--- config.mk ---
export PLATFORM = sky130hd
export DESIGN_NAME = wdpg_top
export DESIGN_NICKNAME = d
export VERILOG_FILES = /design/src/include/wdpg_pkg.sv /design/src/core/wdpg_l11_steps.sv /design/src/core/wdpg_share_clk.sv /design/src/core/wdpg_top.sv
export SDC_FILE = /design/constraint.sdc
export NUM_CORES = 1
export LEC_CHECK = 0
export BUFFER_PORTS_ARGS = -buffer_cell sky130_fd_sc_hd__buf_2
export CAP_MARGIN = 10
export CORE_ASPECT_RATIO = 0.7
export CORE_UTILIZATION = 55
export CTS_BUF_LIST = sky130_fd_sc_hd__clkbuf_4 sky130_fd_sc_hd__clkbuf_8
export CTS_CLUSTER_DIAMETER = 40
export DETAILED_ROUTE_END_ITERATION = 10
export PLACE_DENSITY = 0.76
export SLEW_MARGIN = 5
export SYNTH_ARGS = -nofsm -noshare
export SYNTH_HDL_FRONTEND = slang
export SYNTH_SLANG_ARGS = --single-unit
--- constraint.sdc ---
create_clock -name clock_i -period 9.9 [get_ports clock_i]
set_clock_uncertainty 0.1 [all_clocks]
set_input_delay 1.485 -clock clock_i [delete_from_list [all_inputs] [get_ports clock_i]]
set_output_delay 1.485 -clock clock_i [all_outputs]
set_load 0.05 [all_outputs]
--- src/include/wdpg_pkg.sv ---
// shared constants, types and register map of the watchdog / power-good block
package wdpg_pkg;
  // ==========================================================
  // clock and timing
  localparam int CLK_PERIOD_NS = 10;                 // 100 MHz system clock
  localparam int SHARE_PERIOD_US = 10;               // own shared-clock period
  localparam int SHARE_PERIOD_CYC = SHARE_PERIOD_US * 1000 / CLK_PERIOD_NS;
  localparam int SHARE_HALF_CYC = SHARE_PERIOD_CYC / 2;  // low time we drive
  localparam int DEGLITCH_US = 20;                   // held-low deglitch time
  localparam int DEGLITCH_CYC = DEGLITCH_US * 1000 / CLK_PERIOD_NS;
  localparam int PRESENT_CYC = DEGLITCH_CYC;         // no falling edge -> absent
  localparam int WD_TICK_US = 10;                    // watchdog base tick
  localparam int WD_TICK_CYC = WD_TICK_US * 1000 / CLK_PERIOD_NS;
  localparam int PG_STEP_US = 200;                   // assertion delay step
  localparam int PG_STEP_TICKS = PG_STEP_US / SHARE_PERIOD_US;
  localparam int FIRST_STEP_US = 1000;               // first interval step
  localparam int FIRST_TICKS = FIRST_STEP_US / WD_TICK_US;
  // ==========================================================
  // l11 scale and clamp per register (steps per ms, max steps)
  localparam int PG_SCALE = 1000 / PG_STEP_US;       // 200 us steps
  localparam int PG_MAX_STEPS = 65500;               // 13.1 s
  localparam int FIRST_SCALE = 1000 / FIRST_STEP_US; // 1 ms steps
  localparam int FIRST_MAX_STEPS = 65000;            // 65 s
  localparam int NEXT_SCALE = 1000 / WD_TICK_US;     // 10 us steps
  localparam int NEXT_MAX_STEPS = 65500;             // 655 ms
  // ==========================================================
  // register map (command codes) and reset values
  localparam logic [7:0] CMD_PG_SOURCE = 8'hd4;     // power_good_source_select
  localparam logic [7:0] CMD_PG_DELAY = 8'he1;      // power_good_assert_delay
  localparam logic [7:0] CMD_WD_FIRST = 8'he2;      // first_kick_interval
  localparam logic [7:0] CMD_WD_NEXT = 8'he3;       // kick_interval
  localparam logic [15:0] RST_PG_SOURCE = 16'h0000;
  localparam logic [15:0] RST_PG_DELAY = 16'heb20;  // 100 ms
  localparam logic [15:0] RST_WD_INTERVAL = 16'h8000; // 0 ms
  localparam logic [15:0] PG_SOURCE_MASK = 16'h010f; // writable bits
  localparam int PG_SRC_WDOG_BIT = 8;                // watchdog gating bit
  localparam int NUM_CHAN = 4;
  localparam int L11_MAN_MSB = 10;                   // mantissa top bit
  // ==========================================================
  // command port carrier
  typedef struct packed {
    logic wr;           // write strobe
    logic rd;           // read strobe
    logic [7:0] code;   // command code
    logic [15:0] wdata; // write word
  } wdpg_cmd_s;
endpackage

--- src/core/wdpg_l11_steps.sv ---
// converts an l11 millisecond word into clamped, rounded step counts
`timescale 1ns/100ps
module wdpg_l11_steps
  import wdpg_pkg::*;
#(
  parameter int SCALE = 1,       // steps per millisecond
  parameter int MAX_STEPS = 1    // clamp
) (
  input wire logic [15:0] l11_i,   // raw register word
  output logic [15:0] steps_o      // effective step count
);
  // ==========================================================
  // field split
  wire signed [4:0] exp_s = l11_i[15:11];           // signed exponent
  wire man_neg = l11_i[L11_MAN_MSB];                // negative mantissa
  wire [47:0] prod = man_neg ? 48'h0 : 48'(l11_i[9:0]) * 48'(SCALE);
  wire [47:0] max_w = 48'(MAX_STEPS);
  // ==========================================================
  // shift, round to nearest, clamp
  logic [47:0] shifted;  // scaled value before clamp
  logic [4:0] k;         // right shift amount
  always_comb begin
    k = 5'h0;
    shifted = 48'h0;
    if (!exp_s[4]) begin
      shifted = prod << exp_s;
    end else begin
      k = 5'(-exp_s);
      shifted = (prod + (48'h1 << (k - 5'h1))) >> k;
    end
    if (shifted > max_w) begin
      steps_o = 16'(MAX_STEPS);
    end else begin
      steps_o = shifted[15:0];
    end
  end
endmodule

--- src/core/wdpg_share_clk.sv ---
// open-drain shared clock: drive, resync, presence, input-voltage sharing
`timescale 1ns/100ps
module wdpg_share_clk
  import wdpg_pkg::*;
(
  input wire logic clock_i,
  input wire logic rst_i,
  input wire logic share_clk_i,   // resolved line level
  input wire logic vin_share_i,   // input voltage sharing enabled
  input wire logic vin_ok_i,      // own input voltage adequate
  output logic share_clk_oe_o,    // pull line low
  output logic base_tick_o,       // time base: line fall or internal
  output logic chan_off_o,        // pulse: disable all channels
  output logic start_seq_o        // pulse: begin start sequence
);
  // ==========================================================
  // state
  logic line_q;              // previous line level
  logic [15:0] div_cnt;      // own clock divider
  logic [15:0] gap_cnt;      // cycles since last falling edge
  logic [15:0] low_cnt;      // cycles the line has been low
  logic held;                // line seen held low
  wire line_fall = line_q & ~share_clk_i;
  wire div_wrap = div_cnt == 16'(SHARE_PERIOD_CYC - 1);
  wire present = gap_cnt < 16'(PRESENT_CYC);
  wire own_low = div_cnt < 16'(SHARE_HALF_CYC);
  wire vin_hold = vin_share_i & ~vin_ok_i;
  wire held_now = vin_share_i & ~share_clk_i & (low_cnt == 16'(DEGLITCH_CYC - 1));
  // ==========================================================
  // divider resyncs to fastest falling edge on the line
  always_ff @(posedge clock_i) begin
    if (rst_i || line_fall || div_wrap) begin
      div_cnt <= 16'h0;
    end else begin
      div_cnt <= div_cnt + 16'h1;
    end
  end
  // ==========================================================
  // line monitors
  always_ff @(posedge clock_i) begin
    if (rst_i) begin
      line_q <= 1'b1;
      gap_cnt <= 16'(PRESENT_CYC);
      low_cnt <= 16'h0;
    end else begin
      line_q <= share_clk_i;
      gap_cnt <= line_fall ? 16'h0 : (present ? gap_cnt + 16'h1 : gap_cnt);
      low_cnt <= share_clk_i ? 16'h0 : (held_now ? low_cnt : low_cnt + 16'h1);
    end
  end
  // ==========================================================
  // outputs and held-low / release events
  always_ff @(posedge clock_i) begin
    if (rst_i) begin
      share_clk_oe_o <= 1'b0;
      base_tick_o <= 1'b0;
      held <= 1'b0;
      chan_off_o <= 1'b0;
      start_seq_o <= 1'b0;
    end else begin
      share_clk_oe_o <= own_low | vin_hold;
      base_tick_o <= present ? line_fall : div_wrap;
      chan_off_o <= held_now & ~held;
      start_seq_o <= held & share_clk_i;
      held <= held_now | (held & ~share_clk_i);
    end
  end
endmodule

--- src/core/wdpg_top.sv ---
// watchdog, power-good output and shared clock supervisor top
`timescale 1ns/100ps
module wdpg_top
  import wdpg_pkg::*;
(
  input wire logic clock_i,
  input wire logic rst_i,
  input wire wdpg_pkg::wdpg_cmd_s cmd_i,            // command port request
  output logic [15:0] cmd_rdata_o,                  // read word
  output logic cmd_ack_o,                           // request taken
  input wire logic vin_share_enable_i,              // global config bit
  input wire logic fast_deassert_select_i,          // global config bit
  input wire logic vin_ok_i,                        // input voltage adequate
  input wire logic [3:0] chan_good_fast_i,          // above undervoltage limit
  input wire logic [3:0] chan_good_polled_i,        // polled good-off result
  input wire logic kick_input_i,                    // watchdog kick pin
  input wire logic alert_clear_i,                   // clear-faults pulse
  input wire logic share_clk_i,                     // shared clock line level
  output logic share_clk_o,                         // drive value, always low
  output logic share_clk_oe_o,                      // pull line low
  output logic chan_off_o,                          // disable all channels
  output logic start_seq_o,                         // begin start sequence
  output logic power_good_o,                        // power-good output
  output logic alert_out_n_o                        // alert, active low
);
  // ==========================================================
  // state types
  typedef enum logic [2:0] {
    PG_LOW = 3'b001,
    PG_DELAY = 3'b010,
    PG_HIGH = 3'b100
  } wdpg_pg_e;
  typedef enum logic [3:0] {
    WD_OFF = 4'b0001,
    WD_ARM = 4'b0010,
    WD_FIRST = 4'b0100,
    WD_NEXT = 4'b1000
  } wdpg_wd_e;
  // ==========================================================
  // registers and state
  logic [15:0] pg_source;     // selected sources
  logic [15:0] pg_delay;      // raw delay word
  logic [15:0] wd_first;      // raw first interval
  logic [15:0] wd_next;       // raw subsequent interval
  wdpg_pg_e pg_state;         // power-good sequencer
  wdpg_pg_e next_pg_state;
  wdpg_wd_e wd_state;         // watchdog sequencer
  wdpg_wd_e next_wd_state;
  logic [4:0] pg_pre;         // base ticks within one 200 us step
  logic [15:0] pg_steps;      // elapsed delay steps
  logic [9:0] wd_div;         // internal 10 us divider
  logic [23:0] wd_cnt;        // elapsed watchdog ticks
  logic wd_expire;            // one-cycle expiry pulse
  logic kick_q;               // previous kick level
  logic base_tick;            // shared-clock time base
  logic [15:0] delay_steps;   // effective delay
  logic [15:0] first_steps;   // effective first interval
  logic [15:0] next_steps;    // effective subsequent interval
  // ==========================================================
  // decode
  wire wr_src = cmd_i.wr & (cmd_i.code == CMD_PG_SOURCE);
  wire wr_dly = cmd_i.wr & (cmd_i.code == CMD_PG_DELAY);
  wire wr_first = cmd_i.wr & (cmd_i.code == CMD_WD_FIRST);
  wire wr_next = cmd_i.wr & (cmd_i.code == CMD_WD_NEXT);
  wire wd_gate = pg_source[PG_SRC_WDOG_BIT];
  wire [3:0] chan_sel = pg_source[3:0];
  // ==========================================================
  // read mux, unmapped codes read zero
  wire [15:0] rd_word =
    (cmd_i.code == CMD_PG_SOURCE) ? (pg_source & PG_SOURCE_MASK) :
    (cmd_i.code == CMD_PG_DELAY) ? pg_delay :
    (cmd_i.code == CMD_WD_FIRST) ? wd_first :
    (cmd_i.code == CMD_WD_NEXT) ? wd_next : 16'h0000;
  // ==========================================================
  // power-good condition
  wire [3:0] chan_good = fast_deassert_select_i ? chan_good_fast_i
                                                : chan_good_polled_i;
  wire chan_ok = &(chan_good | ~chan_sel);
  wire wd_ok = ~(wd_gate & wd_expire);
  wire pg_cond = chan_ok & wd_ok;
  wire pg_step = base_tick & (pg_pre == 5'(PG_STEP_TICKS - 1));
  wire delay_done = pg_steps >= delay_steps;
  // ==========================================================
  // watchdog controls
  wire wd_en = (wd_first[L11_MAN_MSB:0] != 11'h0)
             & (wd_next[L11_MAN_MSB:0] != 11'h0);
  wire kick_rise = kick_input_i & ~kick_q;
  wire wd_restart = kick_rise
                  | (wr_next & (cmd_i.wdata[L11_MAN_MSB:0] != 11'h0));
  wire wd_tick = wd_div == 10'(WD_TICK_CYC - 1);
  wire [23:0] wd_limit = (wd_state == WD_FIRST)
                       ? 24'(first_steps) * 24'(FIRST_TICKS)
                       : 24'(next_steps);
  wire wd_timeout = wd_tick & (wd_cnt + 24'h1 >= wd_limit);
  wire wd_run = (wd_state == WD_FIRST) | (wd_state == WD_NEXT);
  // ==========================================================
  // l11 converters
  wdpg_l11_steps #(.SCALE(PG_SCALE), .MAX_STEPS(PG_MAX_STEPS)) u_dly (
    .l11_i(pg_delay),
    .steps_o(delay_steps)
  );
  wdpg_l11_steps #(.SCALE(FIRST_SCALE), .MAX_STEPS(FIRST_MAX_STEPS)) u_first (
    .l11_i(wd_first),
    .steps_o(first_steps)
  );
  wdpg_l11_steps #(.SCALE(NEXT_SCALE), .MAX_STEPS(NEXT_MAX_STEPS)) u_next (
    .l11_i(wd_next),
    .steps_o(next_steps)
  );
  // ==========================================================
  // shared clock unit
  wdpg_share_clk u_share (
    .clock_i(clock_i),
    .rst_i(rst_i),
    .share_clk_i(share_clk_i),
    .vin_share_i(vin_share_enable_i),
    .vin_ok_i(vin_ok_i),
    .share_clk_oe_o(share_clk_oe_o),
    .base_tick_o(base_tick),
    .chan_off_o(chan_off_o),
    .start_seq_o(start_seq_o)
  );
  // ==========================================================
  // register file and command answer
  always_ff @(posedge clock_i) begin
    if (rst_i) begin
      pg_source <= RST_PG_SOURCE;
      pg_delay <= RST_PG_DELAY;
      wd_first <= RST_WD_INTERVAL;
      wd_next <= RST_WD_INTERVAL;
      cmd_rdata_o <= 16'h0000;
      cmd_ack_o <= 1'b0;
      share_clk_o <= 1'b0;
    end else begin
      if (wr_src) pg_source <= cmd_i.wdata & PG_SOURCE_MASK;
      if (wr_dly) pg_delay <= cmd_i.wdata;
      if (wr_first) wd_first <= cmd_i.wdata;
      if (wr_next) wd_next <= cmd_i.wdata;
      cmd_rdata_o <= cmd_i.rd ? rd_word : 16'h0000;
      cmd_ack_o <= cmd_i.rd | cmd_i.wr;
      share_clk_o <= 1'b0;
    end
  end
  // ==========================================================
  // power-good sequencer next state
  always_comb begin
    next_pg_state = pg_state;
    case (pg_state)
      PG_LOW: begin
        if (pg_cond) next_pg_state = PG_DELAY;
      end
      PG_DELAY: begin
        if (!pg_cond) next_pg_state = PG_LOW;
        else if (delay_done) next_pg_state = PG_HIGH;
      end
      PG_HIGH: begin
        if (!pg_cond) next_pg_state = PG_LOW;
      end
      default: next_pg_state = PG_LOW;
    endcase
  end
  // ==========================================================
  // power-good state, delay counting, output
  always_ff @(posedge clock_i) begin
    if (rst_i) begin
      pg_state <= PG_LOW;
      pg_pre <= 5'h0;
      pg_steps <= 16'h0;
      power_good_o <= 1'b0;
    end else begin
      pg_state <= next_pg_state;
      power_good_o <= next_pg_state == PG_HIGH;
      if (pg_state != PG_DELAY) begin
        pg_pre <= 5'h0;
        pg_steps <= 16'h0;
      end else if (base_tick) begin
        pg_pre <= pg_step ? 5'h0 : pg_pre + 5'h1;
        if (pg_step && !delay_done) pg_steps <= pg_steps + 16'h1;
      end
    end
  end
  // ==========================================================
  // watchdog sequencer next state
  always_comb begin
    next_wd_state = wd_state;
    case (wd_state)
      WD_OFF: begin
        if (wd_en) next_wd_state = wd_gate ? WD_ARM : WD_FIRST;
      end
      WD_ARM: begin
        if (!wd_en) next_wd_state = WD_OFF;
        // wait out the expiry pulse so the first interval starts after power good returns
        else if (pg_state == PG_HIGH && !wd_expire) next_wd_state = WD_FIRST;
      end
      WD_FIRST, WD_NEXT: begin
        if (!wd_en) next_wd_state = WD_OFF;
        else if (wd_restart) next_wd_state = WD_NEXT;
        else if (wd_timeout) next_wd_state = wd_gate ? WD_ARM : WD_NEXT;
      end
      default: next_wd_state = WD_OFF;
    endcase
  end
  // ==========================================================
  // watchdog timer, expiry and alert
  always_ff @(posedge clock_i) begin
    if (rst_i) begin
      wd_state <= WD_OFF;
      wd_div <= 10'h0;
      wd_cnt <= 24'h0;
      wd_expire <= 1'b0;
      kick_q <= 1'b0;
      alert_out_n_o <= 1'b1;
    end else begin
      wd_state <= next_wd_state;
      kick_q <= kick_input_i;
      wd_div <= wd_tick ? 10'h0 : wd_div + 10'h1;
      wd_expire <= wd_run & wd_en & ~wd_restart & wd_timeout;
      if (!wd_run || next_wd_state != wd_state || wd_restart || wd_timeout) begin
        wd_cnt <= 24'h0;
      end else if (wd_tick) begin
        wd_cnt <= wd_cnt + 24'h1;
      end
      // set wins over a simultaneous clear
      if (wd_expire) alert_out_n_o <= 1'b0;
      else if (alert_clear_i) alert_out_n_o <= 1'b1;
    end
  end
endmodule

==> reports/qor.yml <==
floorplanning:
  num_rows: 62
  core_area_sq_um: 41000
  die_area_sq_um: 42300
  pin_count: 65
  fp.dieW_um: 245
  die_h_um: 172
  start_util_pct: 55.7
run_status:
  status: "complete, no violations"
clocking:
  cts.sinks: 190
  htree_num_levels: 4
  clk_latency_ns: 0.52
  clockBufferDepth: 2
  cts_tree: "done"
  cts_made_buffers: 17
  clockRootBuffer: "clkbuf_8"
  clk_pin_slew_ns: 0.11
global_route:
  antenna_found_initial: 4
  grt_usage_pct: 35.6
  grt_pass1_vias: 21846
  grt_max_degree: 53
  grt_pass1_wl_mm: 121
  grt.overflow.total: 0
sta:
  relSlewSlack_pct: 7.21
  fin_crit_ns: 9.61
  slew_violations: 0
  finalSetupViolCount: 0
  clock.fmax_ghz: 0.104
  hold_viol: 0
  fin_crit_sh_pct: 97.0
  fin_hold_ws_ns: 0.361
  tightest_slew_ns: 1.37
drt:
  vias: 24452
  wl_per_cell_um: 21.0
  routed_wl_mm: 77.0
  ant_nets: 0
  drtIter0Drc: 3242
  viasPerCell: 6.67
  drc: 0
  firstDrtPassIters: 6
setup_path:
  crit-reg2reg-launch: "wd_first[12]"
  slowest_delay_ns: 0.50
  crit_arrival_ns: 9.89
  startpoint_type: "register"
  cp-end-kind: "register"
  critPathKind: "reg2reg"
  startpoint: "wd_first[12]"
  path_max_fanout: 7
  worstPathRequired_ns: 10.19
  slowest_stage: "fa_1"
final_layout:
  syn_to_final_growth_pct: 7.20
  drive_gt1_share_pct: 10.3
  finalNetCount: 3372
  final_area_sq_um: 24500
synthesis:
  yosys.area_share.simple_pct: 27.2
  ys_seq_area_share_pct: 16.7
  ys_warn_count: 0
  synth_flop_cell: "dfxtp_1"
  postSynthCellCount: 3120
  async_flop_share_pct: 0
  ys_top_cells_by_area: "dfxtp_1, ha_1, nor2_1, nand2_1, a21oi_1"
  synth_nets: 3387
  synthMuxAreaShare_pct: 6.18
  synth_top_family_by_area: "simple AND/OR/NAND/NOR gates"
  ys_ff_latch: 190
  synth_compound_area_share_pct: 25.0
  synth_area_leader_cell: "dfxtp_1"
  synth.top_cell.area_share_pct: 16.7
  synth_common_cells: "nor2_1, nand2_1, ha_1"
  synth_fa_ha_area_share_pct: 13.0
  syn_area_per_cell_sq_um: 7.31
  synth_edf_count: 0
  synth_xor_area_share_pct: 6.68
  synth.most_common_cell: "nor2_1"
  synth_area_sq_um: 22800
  post_synth_num_cell_types: 104
hold_path:
  worstHoldPathType: "reg2reg"
  hp-start: "u_share.gap_cnt[11]"
power:
  ir_worst_vdd_mv: 0.0896
  power.leakage_uw: 0.0102
  p_per_area_nw_per_um2: 60.0
placed_design:
  place_area_sq_um: 23700
  dp_hpwl_mm: 59.5
  finalWeightedCongestion: 1.02
  io_buffers: 63
job:
  maxCapViolations: 0
## logic make-up (layout without fill, tap and decap cells)
| group | Yosys count | after routing |
|---|---|---|
| simple gates | 1278 | 1278 |
| xor+xnor | 169 | 169 |
| fa+ha+maj | 225 | 225 |
| flops | 190 | 190 |
| buf+inv | 307 | 305 |
| other cells | 1 | 4 |
| compound gates | 832 | 832 |
| mux | 118 | 118 |
## final timing paths
kind | end | slack, ns | depth (start not counted)
setup / recovery | wd_state[3] | 0.29 | 48
hold / removal | u_share.gap_cnt[11] | 0.36 | 1
setup reg to reg | wd_state[3] | 0.29 | 48
hold reg to reg | u_share.gap_cnt[11] | 0.36 | 1
## worst max-delay path, delay by kind of cell (launching register included)
family          cells  cell delay [ns]
simple gates        5             0.51
flops               1             0.33
mux                 1             0.18
xor+xnor            2             0.27
buf+inv             7             0.85
fa+ha+maj           7             2.36
compound gates     26             4.89
## placed cells by master (no fill, tap or decap), types with 22 or more instances in the layout
cell and n:
nor2_1 351, nand2_1 336, ha_1 202, dfxtp_1 188, a21oi_1 186, o21ai_0 144
inv_1 115, nor3_1 110, nand3_1 103, xor2_1 85, buf_4 85, xnor2_1 79
mux2i_1 77, buf_2 63, and3_1 58, a21o_1 45, a211oi_1 44, nand2b_1 43
nor2b_1 41, o211ai_1 39, nand4_1 37, a31oi_1 35, nor4_1 32, or3_1 31
and2_1 29, o22ai_1 26, mux2_2 24, o31ai_1 23, o21a_1 22
## flip-flops by register name, summed over array words and instances, names as in the netlist, 3 cells and up
signal and cells:
u_share.gap_cnt 16, wd_div 10, pg_state 3, u_share.low_cnt 16, wd_first 16, pg_pre 5
pg_delay 16, wd_next 16, u_share.div_cnt 16, wd_state 4, wd_cnt 24, pg_source 5
cmd_rdata_o 16, pg_steps 16
## power breakdown
| group | internal (uW) | switching, uW | leakage, uW |
|---|---|---|---|
| clock network | 270 | 326 | 0.000224 |
| registers | 771 | 7.72 | 0.00154 |
| logic | 30.3 | 62.6 | 0.00843 |
## stage by stage
step / instances / setup WS (ns) / power (uW) / setup TNS, ns / util (%)
2_1_floorplan: 3120 / 0.0326 / 849 / 0 / -
3_3_place_gp: 3621 / 0.251 / 884 / 0 / 58.0
3_5_place_dp: 3621 / 0.0921 / 886 / 0 / 58.0
4_1_cts: 3653 / 0.0478 / 1480 / 0 / 59.1
5_1_grt: 3664 / -0.0841 / 1510 / -0.407 / 59.7
6_report: 3665 / 0.294 / 1470 / 0 / 59.7
## timing repair
item                       in CTS  in global routing
hold buffers                    0                  0
gates resized for setup         0                 36
setup endpoints to repair       0                 28
buffers inserted                0                  8
## final cells by class
class | count | area (sq um)
multi-input cells | 2623 | 18000
flip-flops and latches | 190 | 3810
clock inverters | 13 | 196
inverters | 120 | 450
fillers | 3814 | 16500
clock buffers | 19 | 255
diodes | 3 | 7.51
well taps | 544 | 681
repair buffers | 153 | 1030
## routing by layer
| metal | up-vias | wire, um | GRT usage, % |
|---|---|---|---|
| met3 | 116 | 8590 | 7.98 |
| li1 | 11425 | - | - |
| met2 | 1369 | 32100 | 52.2 |
| met5 | - | 0 | 0 |
| met4 | 0 | 1470 | 8.56 |
| met1 | 11542 | 34900 | 52.1 |
Power figures use the tool's default switching activity.
